### src/design/cct_timer_regs.svh
`ifndef CCT_TIMER_REGS_SVH
`define CCT_TIMER_REGS_SVH

// ==========================================================
// register byte offsets
`define CCT_OFF_MODE      8'h00
`define CCT_OFF_FORCE     8'h04
`define CCT_OFF_MMASK     8'h08
`define CCT_OFF_MDATA     8'h0C
`define CCT_OFF_COUNT     8'h10
`define CCT_OFF_SYSCTL    8'h14
`define CCT_OFF_CTRL2     8'h18
`define CCT_OFF_ACTION    8'h1C
`define CCT_OFF_FLAGS     8'h20
`define CCT_OFF_DIR       8'h24
`define CCT_OFF_PORT      8'h28
`define CCT_OFF_PACC      8'h2C
// channel compare values: base + 4 * channel
`define CCT_OFF_CMP_BASE  8'h40

// ==========================================================
// field positions
`define CCT_BIT_TEN       7
`define CCT_BIT_COUNTER_RESET_ON_MASTER_MATCH      3
`define CCT_BIT_PACC_EN   4
`define CCT_BIT_OVF       8

// ==========================================================
// reset values and timing counts
`define CCT_RST_8         8'h00
`define CCT_RST_16        16'h0000
`define CCT_CNT_TOP       16'hFFFF
`define CCT_DIV64_TOP     6'h3F
`define CCT_PRS_MAX_SEL   3'h5

`endif

### src/design/cct_pkg.sv
package cct_pkg;

   // ==========================================================
   // output action codes: mode bit high, level bit low
   typedef enum logic [1:0] {
      CCT_ACT_OFF    = 2'b00,
      CCT_ACT_TOGGLE = 2'b01,
      CCT_ACT_CLEAR  = 2'b10,
      CCT_ACT_SET    = 2'b11
   } cct_act_t;

   // ==========================================================
   // axi response codes
   typedef enum logic [1:0] {
      CCT_RESP_OKAY   = 2'b00,
      CCT_RESP_SLVERR = 2'b10
   } cct_resp_t;

endpackage

### src/design/cct_timer_core.sv
`timescale 1ns/10ps
`include "cct_timer_regs.svh"
// Contract
// - 16-bit prescaled counter, eight channels, pulse accumulator
// - pins are general I/O until function enabled
// - enabled output compare forces pin to output
// - port writes latched while function owns pin
// - mode bit clear capture, set compare
// - force bit performs action without setting flag
// - force register always reads zero
// - master mask forces compare-mode pin to output
// - channel-7 match copies master data to masked bits
// - channel-7 action wins over other channels
// - counter writes only in special mode
// - first count after write may be short
// - enable bit clear stops whole timer
// - divide-by-64 tick comes from prescaler
// - prescale select 1..32, applied at zero stages
// - reset-on-master-match clears counter at channel-7 match
// - action codes disconnect, toggle, clear, set
// - overflow flag on wrap from all ones
module cct_timer_core
   import cct_pkg::*;
#(
   parameter int AW = 8
) (
   input  wire logic          aclk,
   input  wire logic          aresetn,
   input  wire logic          special_mode,
   input  wire logic [AW-1:0] s_axi_awaddr,
   input  wire logic          s_axi_awvalid,
   output logic               s_axi_awready,
   input  wire logic [31:0]   s_axi_wdata,
   input  wire logic [3:0]    s_axi_wstrb,
   input  wire logic          s_axi_wvalid,
   output logic               s_axi_wready,
   output logic [1:0]         s_axi_bresp,
   output logic               s_axi_bvalid,
   input  wire logic          s_axi_bready,
   input  wire logic [AW-1:0] s_axi_araddr,
   input  wire logic          s_axi_arvalid,
   output logic               s_axi_arready,
   output logic [31:0]        s_axi_rdata,
   output logic [1:0]         s_axi_rresp,
   output logic               s_axi_rvalid,
   input  wire logic          s_axi_rready,
   input  wire logic [7:0]    tport_in,
   output logic [7:0]         tport_out,
   output logic [7:0]         tport_oe
);

   // ==========================================================
   // functions
   function automatic logic [31:0] wmerge(input logic [31:0] old,
                                          input logic [31:0] nw,
                                          input logic [3:0]  s);
      logic [31:0] r;
      r = old;
      for (int b = 0; b < 4; b++) begin
         if (s[b]) begin
            r[8*b +: 8] = nw[8*b +: 8];
         end
      end
      return r;
   endfunction

   function automatic logic [4:0] pmask(input logic [2:0] sel);
      logic [2:0] s;
      s = (sel > `CCT_PRS_MAX_SEL) ? `CCT_PRS_MAX_SEL : sel;
      return 5'((6'h01 << s) - 6'h01);
   endfunction

   // ==========================================================
   // state
   logic [7:0]  mode_r, mmask_r, mdata_r, dir_r, latch_r, oc_r, oc_nxt;
   logic [7:0]  sysctl_r, ctrl2_r, cflag_r, cflag_nxt;
   logic        ovf_r, ovf_nxt;
   logic [15:0] action_r, cnt_r, cnt_nxt, pacc_r;
   logic [15:0] cmp_r [8];
   logic [5:0]  prs_r;
   logic [2:0]  sel_act_r;
   logic [7:0]  pin_s1_r, pin_s2_r, pin_s3_r;
   logic        aw_v_r, w_v_r, bvalid_r, rvalid_r;
   logic [AW-1:0] aw_a_r;
   logic [31:0] w_d_r, rdata_r, rdata_nxt;
   logic [3:0]  w_s_r;
   logic [1:0]  bresp_r, rresp_r;
   logic        rd_ok;

   // ==========================================================
   // axi write decode
   wire         do_wr    = aw_v_r && w_v_r && !bvalid_r;
   wire [7:0]   wa       = 8'(aw_a_r);
   wire         wa_cmp   = (wa[7:5] == 3'(`CCT_OFF_CMP_BASE >> 5)) && (wa[1:0] == 2'b00);
   wire [2:0]   wa_ch    = wa[4:2];
   wire         wr_mode  = do_wr && (wa == `CCT_OFF_MODE);
   wire         wr_force = do_wr && (wa == `CCT_OFF_FORCE);
   wire         wr_mmask = do_wr && (wa == `CCT_OFF_MMASK);
   wire         wr_mdata = do_wr && (wa == `CCT_OFF_MDATA);
   wire         wr_count = do_wr && (wa == `CCT_OFF_COUNT);
   wire         wr_sys   = do_wr && (wa == `CCT_OFF_SYSCTL);
   wire         wr_ctrl2 = do_wr && (wa == `CCT_OFF_CTRL2);
   wire         wr_act   = do_wr && (wa == `CCT_OFF_ACTION);
   wire         wr_flags = do_wr && (wa == `CCT_OFF_FLAGS);
   wire         wr_dir   = do_wr && (wa == `CCT_OFF_DIR);
   wire         wr_port  = do_wr && (wa == `CCT_OFF_PORT);
   wire         wr_cmp   = do_wr && wa_cmp;
   wire         wr_hit   = wr_mode || wr_force || wr_mmask || wr_mdata || wr_count ||
                           wr_sys || wr_ctrl2 || wr_act || wr_flags || wr_dir ||
                           wr_port || wr_cmp || (do_wr && wa == `CCT_OFF_PACC);
   wire [31:0]  wd_lo    = wmerge(32'h0000_0000, w_d_r, w_s_r);
   wire [31:0]  cnt_mg   = wmerge({16'h0000, cnt_r}, w_d_r, w_s_r);
   wire [31:0]  cmp_mg   = wmerge({16'h0000, cmp_r[wa_ch]}, w_d_r, w_s_r);
   wire [31:0]  act_mg   = wmerge({16'h0000, action_r}, w_d_r, w_s_r);

   // ==========================================================
   // timer core combinational terms
   wire         timer_enable_bit      = sysctl_r[`CCT_BIT_TEN];
   wire         counter_reset_on_master_match     = ctrl2_r[`CCT_BIT_COUNTER_RESET_ON_MASTER_MATCH];
   wire [4:0]   pm       = pmask(sel_act_r);
   wire         tick     = timer_enable_bit && ((prs_r[4:0] & pm) == pm);
   wire         tick64   = timer_enable_bit && (prs_r == `CCT_DIV64_TOP);
   wire [7:0]   force_v  = wr_force ? (wd_lo[7:0] & mode_r) : 8'h00;
   logic [7:0]  match;
   always_comb begin
      for (int i = 0; i < 8; i++) begin
         match[i] = tick && mode_r[i] && (cnt_r == cmp_r[i]);
      end
   end
   wire [7:0]   fire     = match | force_v;
   wire         cnt_rst  = match[7] && counter_reset_on_master_match;
   wire         wrap     = tick && !cnt_rst && (cnt_r == `CCT_CNT_TOP);
   wire [7:0]   ic_ev    = ~mode_r & (pin_s2_r ^ pin_s3_r) & {8{timer_enable_bit}};
   logic [7:0]  act_en;
   always_comb begin
      for (int i = 0; i < 8; i++) begin
         act_en[i] = (action_r[2*i +: 2] != CCT_ACT_OFF);
      end
   end
   // pin ownership: compare mode and either an action or a channel-7 mask bit
   wire [7:0]   own      = mode_r & (act_en | mmask_r);
   wire [7:0]   port_rd  = ((dir_r | own) & latch_r) | (~(dir_r | own) & pin_s2_r);

   always_comb begin
      oc_nxt = oc_r;
      for (int i = 0; i < 8; i++) begin
         if (fire[i]) begin
            case (cct_act_t'(action_r[2*i +: 2]))
               CCT_ACT_TOGGLE: oc_nxt[i] = ~oc_r[i];
               CCT_ACT_CLEAR:  oc_nxt[i] = 1'b0;
               CCT_ACT_SET:    oc_nxt[i] = 1'b1;
               default:        oc_nxt[i] = oc_r[i];
            endcase
         end
         // channel 7 applied last so it overrides channels 6..0
         if (fire[7] && mmask_r[i]) begin
            oc_nxt[i] = mdata_r[i];
         end
      end
   end

   always_comb begin
      cnt_nxt = cnt_r;
      // write leaves the prescaler alone, so the first interval may be short
      if (wr_count && special_mode) begin
         cnt_nxt = cnt_mg[15:0];
      end else if (tick) begin
         cnt_nxt = cnt_rst ? `CCT_RST_16 : 16'(cnt_r + 16'h0001);
      end
   end

   // set wins over a simultaneous software clear
   always_comb begin
      cflag_nxt = (cflag_r & ~(wr_flags ? wd_lo[7:0] : 8'h00)) | match | ic_ev;
      ovf_nxt   = (ovf_r && !(wr_flags && wd_lo[`CCT_BIT_OVF])) || wrap;
   end

   // ==========================================================
   // pins
   assign tport_oe  = own | dir_r;
   assign tport_out = (own & oc_r) | (~own & latch_r);

   always_ff @(posedge aclk) begin
      pin_s1_r <= tport_in;
      pin_s2_r <= pin_s1_r;
      pin_s3_r <= pin_s2_r;
   end

   // ==========================================================
   // prescaler and counter
   always_ff @(posedge aclk) begin
      if (!aresetn) begin
         prs_r     <= 6'h00;
         sel_act_r <= 3'h0;
      end else begin
         if (timer_enable_bit) begin
            prs_r <= 6'(prs_r + 6'h01);
         end
         if (prs_r[4:0] == 5'h00) begin
            sel_act_r <= ctrl2_r[2:0];
         end
      end
   end

   always_ff @(posedge aclk) begin
      if (!aresetn) begin
         cnt_r   <= `CCT_RST_16;
         oc_r    <= `CCT_RST_8;
         cflag_r <= `CCT_RST_8;
         ovf_r   <= 1'b0;
         pacc_r  <= `CCT_RST_16;
      end else begin
         cnt_r   <= cnt_nxt;
         oc_r    <= oc_nxt;
         cflag_r <= cflag_nxt;
         ovf_r   <= ovf_nxt;
         if (tick64 && ctrl2_r[`CCT_BIT_PACC_EN]) begin
            pacc_r <= 16'(pacc_r + 16'h0001);
         end
      end
   end

   always_ff @(posedge aclk) begin
      for (int i = 0; i < 8; i++) begin
         if (!aresetn) begin
            cmp_r[i] <= `CCT_RST_16;
         end else if (wr_cmp && wa_ch == 3'(i) && mode_r[i]) begin
            cmp_r[i] <= cmp_mg[15:0];
         end else if (ic_ev[i]) begin
            cmp_r[i] <= cnt_r;
         end
      end
   end

   // ==========================================================
   // software registers
   always_ff @(posedge aclk) begin
      if (!aresetn) begin
         mode_r   <= `CCT_RST_8;
         mmask_r  <= `CCT_RST_8;
         mdata_r  <= `CCT_RST_8;
         sysctl_r <= `CCT_RST_8;
         ctrl2_r  <= `CCT_RST_8;
         action_r <= `CCT_RST_16;
         dir_r    <= `CCT_RST_8;
         latch_r  <= `CCT_RST_8;
      end else begin
         if (wr_mode && w_s_r[0]) begin
            mode_r <= w_d_r[7:0];
         end
         if (wr_mmask && w_s_r[0]) begin
            mmask_r <= w_d_r[7:0];
         end
         if (wr_mdata && w_s_r[0]) begin
            mdata_r <= w_d_r[7:0];
         end
         if (wr_sys && w_s_r[0]) begin
            sysctl_r <= w_d_r[7:0];
         end
         if (wr_ctrl2 && w_s_r[0]) begin
            ctrl2_r <= w_d_r[7:0];
         end
         if (wr_act) begin
            action_r <= act_mg[15:0];
         end
         if (wr_dir && w_s_r[0]) begin
            dir_r <= w_d_r[7:0];
         end
         // latched even for owned pins, driven once the pin is released if its direction bit is set
         if (wr_port && w_s_r[0]) begin
            latch_r <= w_d_r[7:0];
         end
      end
   end

   // ==========================================================
   // axi4-lite write channel
   assign s_axi_awready = !aw_v_r;
   assign s_axi_wready  = !w_v_r;
   assign s_axi_bvalid  = bvalid_r;
   assign s_axi_bresp   = bresp_r;

   always_ff @(posedge aclk) begin
      if (!aresetn) begin
         aw_v_r   <= 1'b0;
         w_v_r    <= 1'b0;
         aw_a_r   <= '0;
         w_d_r    <= 32'h0000_0000;
         w_s_r    <= 4'h0;
         bvalid_r <= 1'b0;
         bresp_r  <= CCT_RESP_OKAY;
      end else begin
         if (s_axi_awvalid && !aw_v_r) begin
            aw_v_r <= 1'b1;
            aw_a_r <= s_axi_awaddr;
         end else if (do_wr) begin
            aw_v_r <= 1'b0;
         end
         if (s_axi_wvalid && !w_v_r) begin
            w_v_r <= 1'b1;
            w_d_r <= s_axi_wdata;
            w_s_r <= s_axi_wstrb;
         end else if (do_wr) begin
            w_v_r <= 1'b0;
         end
         if (do_wr) begin
            bvalid_r <= 1'b1;
            bresp_r  <= (wr_hit && wa[1:0] == 2'b00) ? CCT_RESP_OKAY : CCT_RESP_SLVERR;
         end else if (s_axi_bready) begin
            bvalid_r <= 1'b0;
         end
      end
   end

   // ==========================================================
   // axi4-lite read channel
   wire [7:0] ra     = 8'(s_axi_araddr);
   wire       rd_req = s_axi_arvalid && !rvalid_r;
   assign s_axi_arready = !rvalid_r;
   assign s_axi_rvalid  = rvalid_r;
   assign s_axi_rdata   = rdata_r;
   assign s_axi_rresp   = rresp_r;

   always_comb begin
      rdata_nxt = 32'h0000_0000;
      rd_ok     = (ra[1:0] == 2'b00);
      if (ra[7:5] == 3'(`CCT_OFF_CMP_BASE >> 5)) begin
         rdata_nxt = {16'h0000, cmp_r[ra[4:2]]};
      end else begin
         case (ra)
            `CCT_OFF_MODE:   rdata_nxt = {24'h00_0000, mode_r};
            `CCT_OFF_FORCE:  rdata_nxt = 32'h0000_0000;
            `CCT_OFF_MMASK:  rdata_nxt = {24'h00_0000, mmask_r};
            `CCT_OFF_MDATA:  rdata_nxt = {24'h00_0000, mdata_r};
            // whole word in one beat keeps both bytes coherent
            `CCT_OFF_COUNT:  rdata_nxt = {16'h0000, cnt_r};
            `CCT_OFF_SYSCTL: rdata_nxt = {24'h00_0000, sysctl_r};
            `CCT_OFF_CTRL2:  rdata_nxt = {24'h00_0000, ctrl2_r};
            `CCT_OFF_ACTION: rdata_nxt = {16'h0000, action_r};
            `CCT_OFF_FLAGS:  rdata_nxt = {23'h00_0000, ovf_r, cflag_r};
            `CCT_OFF_DIR:    rdata_nxt = {24'h00_0000, dir_r};
            `CCT_OFF_PORT:   rdata_nxt = {24'h00_0000, port_rd};
            `CCT_OFF_PACC:   rdata_nxt = {16'h0000, pacc_r};
            default:         rd_ok     = 1'b0;
         endcase
      end
   end

   always_ff @(posedge aclk) begin
      if (!aresetn) begin
         rvalid_r <= 1'b0;
         rdata_r  <= 32'h0000_0000;
         rresp_r  <= CCT_RESP_OKAY;
      end else if (rd_req) begin
         rvalid_r <= 1'b1;
         rdata_r  <= rd_ok ? rdata_nxt : 32'h0000_0000;
         rresp_r  <= rd_ok ? CCT_RESP_OKAY : CCT_RESP_SLVERR;
      end else if (s_axi_rready) begin
         rvalid_r <= 1'b0;
      end
   end

endmodule

### config.mk
export PLATFORM = sky130hd
export DESIGN_NAME = cct_timer_core
export DESIGN_NICKNAME = d
export VERILOG_FILES = /design/src/design/cct_pkg.sv /design/src/design/cct_timer_core.sv
export VERILOG_INCLUDE_DIRS = /design/src /design/src/design
export SDC_FILE = /design/constraint.sdc
export NUM_CORES = 1
export LEC_CHECK = 0
export BUFFER_PORTS_ARGS = -buffer_cell sky130_fd_sc_hd__buf_2
export CAP_MARGIN = 40
export CORE_ASPECT_RATIO = 0.9
export CORE_MARGIN = 3
export CORE_UTILIZATION = 63
export CTS_CLUSTER_DIAMETER = 50
export CTS_CLUSTER_SIZE = 24
export DETAILED_ROUTE_END_ITERATION = 10
export HOLD_SLACK_MARGIN = 0.12
export PLACE_DENSITY_LB_ADDON = 0.15
export SLEW_MARGIN = 20
export SYNTH_ARGS = -nofsm -noshare
export SYNTH_HDL_FRONTEND = slang
export SYNTH_SLANG_ARGS = --single-unit
### constraint.sdc
create_clock -name aclk -period 7.56 [get_ports aclk]
set_clock_uncertainty 0.1 [all_clocks]
set_input_delay 2.268 -clock aclk [delete_from_list [all_inputs] [get_ports aclk]]
set_output_delay 2.268 -clock aclk [all_outputs]
set_load 0.02 [all_outputs]
==> reports/qor.csv, run 1 <==
metric;value;unit
DRC violations left;0;
Die ar.;32000;sq um
Final Hold Fails;0;
CP peak stage delay;0.70;ns
Overall Global Routing Usage;41.1;%
worst path bufs/invs;2;
R2R depth;9;
Nets;2195;
CTS tree;yes;
status;completed;
Final min period;4.65;ns
synthesis-stage register bit count;333;
initial antenna violation count;2;
Core Region;29200;sq um
iteration-0 DRC count of the detailed router;2867;
Worst Setup Start Kind;input pin;
R2R Setup Slk;4.10;ns
synthesis-to-finish area growth;11.9;%
Die H;170;um
measured slew at the worst slew-check pin;0.968;ns
Synth Area in Compound Gates;13.8;%
RSZ-0062 raised after global routing;false;
wire per inst;26.6;um
Max Clock Freq;215;MHz
Area after DPL;19600;sq um
Main synth FF type;dfxtp_1;
Post-synth EDFFs;128;
PwrDens;202;nW/um^2
WP data required;7.91;ns
setup_tns;0;ns
RR Startpoint;sel_act_r[1]$_SDFFE_PN0N_;
Cell Area, Synth;18800;sq um
# IOs;125;
fill count;2205;
vias in the first global route;15800;
crit path from;s_axi_araddr[3];
largest net degree at the start of global routing;85;
count of pins over their slew limit;0;
Syn Area/Cell;9.06;sq um
number of buffers created by CTS;36;
Post-CTS Resized;0;
via count;17300;
largest family of logic cells by synthesized area;simple AND/OR/NAND/NOR gates;
First-pass DRT Iterations;9;
max_slew headroom;35.5;%
Rows;59;
Power Total;0.00426;W
Mapped Cells;2078;
distinct cell type count after synthesis;74;
n_diodes;0;
most frequent CP cell;o21ai_0;
crit-path cells;buf_2 -> buf_4 -> nand2_1 -> nor2_1 -> a22oi_1 -> o21ai_0 -> o21ai_0 -> a21oi_1;
final instance area;21100;sq um
layout cells sized above 1;15.6;%
grt ovf;0;
sequential fraction of the synthesis area;42.2;%
critical-path cell with the highest stage delay;buf_2;
Worst R2R End;cnt_r[4]$_SDFFE_PN0P_;
H-tree depth;2;
Ys Warns;0;
worst hold slack;0.228;ns
Finish-stage setup viols;0;
Clock Sinks;333;
min-delay worst type;flip-flop to flip-flop;
Leak;7.55;nW
final period utilization;61.5;%
Worst path depth;8;
die width;188;um
post-DP HPWL;47600;um
CTS clk-pin slew, worst paths;0.06;ns
Hold Buf Count CTS;0;
critical path peak fanout;30;
worst skew pair latency;0.54;ns
Synth Area in Adders;0.864;%
Port Buf Inserts;88;
Initial Utilization;64.5;%
simple-gate share of the synthesized area;18.3;%
critical path class;input pin to flip-flop;
Avg Vias per Cell;6.83;
Detail Route Antenna Nets;0;
Max VDD drop;0.242;mV
setup bufs post-CTS;0;
crit path capture type;flip-flop;
clk buf depth;3;
MaxCap Viol Count;0;
Worst Setup EP;s_axi_rdata[13]$_SDFFE_PN0P_;
Post-Synth XOR/XNOR Area;7.26;%
asr flop ratio synth;0;%
Critical Path AT;5.00;ns
Top delay family on crit path;buffers and inverters;
gpl congestion;1.03;
first-pass GRT wire length;99600;um
mux contribution to synthesized area;13.0;%
DRT Wirelength;67400;um
root buf cell;clkbuf_16;
## cell usage in the layout (no fill, tap or decap), types with 7 or more instances in the layout
cell type	count
nand2b_1	13
o22ai_1	8
ha_1	13
nor2b_1	11
conb_1	18
nor3b_1	9
nand2_1	412
xor2_1	60
and3_1	16
buf_4	37
clkbuf_16	38
and2_1	15
a21oi_1	160
nor3_1	18
a22o_1	7
nor2_1	124
a211oi_1	10
buf_2	90
mux4_2	66
nand3_1	45
edfxtp_1	128
a22oi_1	34
nor4_1	17
dfxtp_1	204
mux2_2	27
a31oi_1	16
nand4_1	34
o21ai_0	183
mux2i_1	66
buf_8	17
inv_1	23
or3_1	12
xnor2_1	96
## logic make-up after synthesis
| logic type | count (synthesis) |
|---|---|
| simple gates | 762 |
| other cells | 1 |
| fa+ha+maj | 13 |
| compound gates | 456 |
| buf+inv | 198 |
| xor+xnor | 156 |
| flops | 333 |
| mux | 159 |
## synth_stat cells (7+ instances only)
library cell	n	area share (%)
buf_4	18	0.72
nand2_1	412	8.2
mux4_2	66	7.9
xor2_1	60	2.8
buf_2	10	0.27
nand3_1	45	1.2
nor3_1	18	0.48
mux2i_1	66	3.5
a31oi_1	16	0.53
mux2_2	27	1.6
o22ai_1	8	0.27
and3_1	16	0.53
nor2b_1	12	0.40
or3_1	12	0.40
ha_1	13	0.86
nand2b_1	13	0.43
o21ai_0	183	4.9
clkbuf_1	128	2.6
nor2_1	125	2.5
a22oi_1	34	1.4
nor4_1	17	0.57
xnor2_1	96	4.5
a21oi_1	160	4.3
edfxtp_1	128	20
buf_1	15	0.30
a211oi_1	10	0.40
nand4_1	34	1.1
nor3b_1	9	0.36
dfxtp_1	205	22
inv_1	23	0.46
and2_1	15	0.50
a22o_1	7	0.33
## sequential cells by signal, indices dropped and copies added (netlist names), 16 cells and up, named ones only
name,flops
w_d_r,16
cmp_r,128
cnt_r,16
pacc_r,16
action_r,16
s_axi_rdata,16
## power breakdown
group / switching, W / total [W] / internal (W)
clock network: 0.000845 / 0.00192 / 0.00107
logic: 0.000252 / 0.000387 / 0.000135
registers: 0.0000556 / 0.00196 / 0.00190
total: 0.00115 / 0.00426 / 0.00311
## metrics by stage
stage          setup WS [ns]  cells  util, %
5_1_grt                 2.79   2538     72.2
4_1_cts                 3.07   2523     71.6
6_report                2.91   2538     72.2
3_3_place_gp            2.59   2439     66.3
3_5_place_dp            2.54   2457     67.1
2_1_floorplan           3.44   2095        -
## worst min path at each step
stage | start | to | slack, ns | cells past startpoint
6_report | pin_s1_r[7]$_DFF_P_ | pin_s2_r[7]$_DFF_P_ | 0.23 | 0
5_1_grt | pin_s1_r[7]$_DFF_P_ | pin_s2_r[7]$_DFF_P_ | 0.23 | 0
4_1_cts | pin_s1_r[7]$_DFF_P_ | pin_s2_r[7]$_DFF_P_ | 0.23 | 0
3_5_place_dp | pin_s1_r[7]$_DFF_P_ | pin_s2_r[7]$_DFF_P_ | 0.21 | 0
3_3_place_gp | pin_s1_r[4]$_DFF_P_ | pin_s2_r[4]$_DFF_P_ | 0.21 | 0
2_1_floorplan | pin_s1_r[0]$_DFF_P_ | pin_s2_r[0]$_DFF_P_ | 0.21 | 0
## routing by layer
layer	share of wire, %	wire length [um]	track usage [%]
met2	41	27800	59.6
met3	16	11100	13.0
met4	4.7	3190	15.1
met1	38	25300	58.2
met5	0.040	27	0.888
## cell type report
class | instances | area (sq um) | area share [%]
Inverter | 24 | 92.6 | 0.440
Multi-Input combinational cell | 1564 | 10100 | 48.0
Clock inverter | 26 | 329 | 1.56
Timing Repair Buffer | 155 | 1120 | 5.31
Tap cell | 396 | 495 | 2.35
Sequential cell | 333 | 7950 | 37.8
Clock buffer | 40 | 968 | 4.60
No activity file was read; power rests on OpenSTA's default activity.
==> run 2, diff against run 1 <==
Settings changed: ABC_AREA from default to 1, CORE_UTILIZATION 63 to 62.
Clock period 7.56 ns to 4.8 ns, I/O delays scaled along.
==> run 2 against run 1 <==
- setup slack got worse by 1.7 ns
- design area fell by 0.79%
- clock power rose by 51%
- critical path depth fell by 5
- global-route usage rose by 3.8 points
- via count rose by 18%
- synthesized area rose by 1.5%
- sequential cell count did not move
- critical path type is now flip-flop to output pin
- critical endpoint is now tport_out[4]
- largest power group unchanged
- highest routed layer unchanged
==> reports/qor.csv, run 2 <==
metric;value;unit
Hold Buf Count CTS;0;
sw power;0.00186;W
First-pass DRT Iterations;9;
n_diodes;0;
Worst Setup Start Kind;flip-flop;
Hold Path Depth;0;
synthesis-to-finish area growth;9.30;%
post-synth top area cell;dfxtp_1;
Final Hold Fails;0;
combinational share of power;10.3;%
Leak;8.14;nW
root buf cell;clkbuf_16;
clk buf depth;3;
Detail Route Antenna Nets;0;
Finish-stage setup viols;0;
R2R depth;12;
Cell Area, Synth;19100;sq um
critical path peak fanout;6;
Area after DPL;19600;sq um
first-pass GRT wire length;112000;um
Worst R2R End;oc_r[1]$_SDFFE_PN0P_;
Post-CTS Resized;0;
RR Startpoint;cnt_r[13]$_SDFFE_PN0P_;
measured slew at the worst slew-check pin;0.890;ns
critical path class;flip-flop to output pin;
Main synth FF type;dfxtp_1;
iteration-0 DRC count of the detailed router;3779;
Largest Register;cmp_r;
final instance area;20900;sq um
die width;191;um
gpl congestion;1.05;
setup_tns;0;ns
wire per inst;25.4;um
Core Region;30100;sq um
Clock Sinks;333;
sequential fraction of the synthesis area;41.6;%
P_int;0.00484;W
most common cell after layout, fill and taps aside;nand2_1;
Avg Vias per Cell;6.74;
grt ovf;0;
RSZ-0062 raised after global routing;false;
Nets;2679;
Clk pwr share;43.4;%
MaxCap Viol Count;0;
Syn Area/Cell;7.43;sq um
post-DP HPWL;54300;um
distinct cell type count after synthesis;60;
synthesis-stage register bit count;333;
Max Clock Freq;281;MHz
# IOs;125;
final period utilization;74.2;%
vias in the first global route;18300;
Mapped Cells;2573;
Die H;173;um
Max VDD drop;0.348;mV
R2R Setup Slk;1.34;ns
max reg flops;128;
H-tree depth;2;
number of buffers created by CTS;36;
sw frac;27.7;%
Die ar.;33000;sq um
worst skew pair latency;0.55;ns
via count;20400;
Ys Warns;0;
WP data required;3.26;ns
Port Buf Inserts;88;
asr flop ratio synth;0;%
setup bufs post-CTS;0;
Initial Utilization;63.5;%
multi-input logic area;9360;sq um
Post-synth EDFFs;128;
Area contributors post-synth;dfxtp_1 (21%), edfxtp_1 (20%), nand2_1 (9.0%), o21ai_0 (8.0%), a21oi_1 (6.3%);
layout cells sized above 1;10.9;%
CTS tree;yes;
power share of the sequential group;46.3;%
max_slew headroom;40.5;%
Final min period;3.56;ns
count of pins over their slew limit;0;
Rows;60;
min-delay worst type;flip-flop to flip-flop;
most frequent cell after synthesis;nand2_1;
Seq. cell area;7950;sq um
Overall Global Routing Usage;44.9;%
status;completed;
largest net degree at the start of global routing;76;
Hold EP;pin_s2_r[0]$_DFF_P_;
crit path capture type;output pin;
DRC violations left;0;
Post-synth top cells;nand2_1 (460), o21ai_0 (304), inv_1 (259);
PwrDens;321;nW/um^2
fill count;2568;
CTS clk-pin slew, worst paths;0.07;ns
post-synth top area share;21.5;%
initial antenna violation count;3;
commonest non-fill, non-tap cells in the layout;nand2_1 (460), o21ai_0 (304), inv_1 (258);
Critical Path AT;2.02;ns
DRT Wirelength;76700;um
hold path start;pin_s1_r[0]$_DFF_P_;
-- run 2: metrics by stage --
stage / instances / util [%] / power (W) / setup WS [ns] / hold WS, ns
5_1_grt: 3026 / 69.4 / 0.00680 / 1.24 / 0.238
3_3_place_gp: 2958 / 65.2 / 0.00378 / 1.14 / 0.210
2_1_floorplan: 2590 / - / 0.00354 / 1.50 / 0.210
3_5_place_dp: 2960 / 65.3 / 0.00380 / 1.11 / 0.213
6_report: 3026 / 69.4 / 0.00669 / 1.24 / 0.230
4_1_cts: 3023 / 69.3 / 0.00661 / 1.33 / 0.230
-- run 2: layout make-up --
| class | instances | area share [%] |
|---|---|---|
| Sequential cell | 333 | 38.1 |
| Inverter | 285 | 5.13 |
| Clock inverter | 15 | 0.809 |
| Clock buffer | 48 | 4.97 |
| Timing Repair Buffer | 133 | 3.82 |
| Tap cell | 403 | 2.41 |
| Multi-Input combinational cell | 1809 | 44.8 |
-- run 2: routing by layer --
metal	vias up	part of all wire, %	GRT usage, %
li1	8914	-	-
met1	9224	37	62.6
met2	1882	39	60.6
met3	357	18	17.3
met4	6	6.3	22.1
met5	-	0.17	3.25
-- run 2: worst max-delay path by stage --
stage / start / to / slack, ns / cells past startpoint
2_1_floorplan: aresetn / cmp_r[7][0]$_DFFE_PP_ / 1.50 / 5
6_report: mode_r[4]$_SDFFE_PN0P_ / tport_out[4] / 1.24 / 3
3_3_place_gp: s_axi_araddr[3] / s_axi_rdata[3]$_SDFFE_PN0P_ / 1.14 / 13
4_1_cts: mode_r[5]$_SDFFE_PN0P_ / tport_out[5] / 1.33 / 3
5_1_grt: mode_r[4]$_SDFFE_PN0P_ / tport_out[4] / 1.24 / 3
3_5_place_dp: s_axi_araddr[2] / s_axi_rdata[3]$_SDFFE_PN0P_ / 1.11 / 13
-- run 2: logic make-up (layout without fill, tap and decap cells) --
group	count (synthesis)	in the layout	share of synthesized area, %
buffers and inverters	448	481	9.79
AND/OR/NAND/NOR	926	926	21.8
XOR/XNOR	41	41	1.88
AO/OA/AOI/OAI	811	811	24.1
other	1	18	0.0196
flip-flops	333	333	41.6
adder cells (fa/ha/maj)	13	13	0.851
-- run 2: critical path, cell delays in order, from the launching register on --
cell and delay, ns:
dfxtp_1 0.68, o21ai_0 0.27, o21ai_0 0.30, buf_2 0.22
-- run 2: power by group through the flow --
stage / clock [W] / combinational (W) / sequential, W
6_report: 0.00290 / 0.000693 / 0.00310
5_1_grt: 0.00298 / 0.000725 / 0.00310
4_1_cts: 0.00287 / 0.000648 / 0.00309
3_5_place_dp: 0 / 0.000644 / 0.00315
3_3_place_gp: 0 / 0.000630 / 0.00315
2_1_floorplan: 0 / 0.000438 / 0.00311
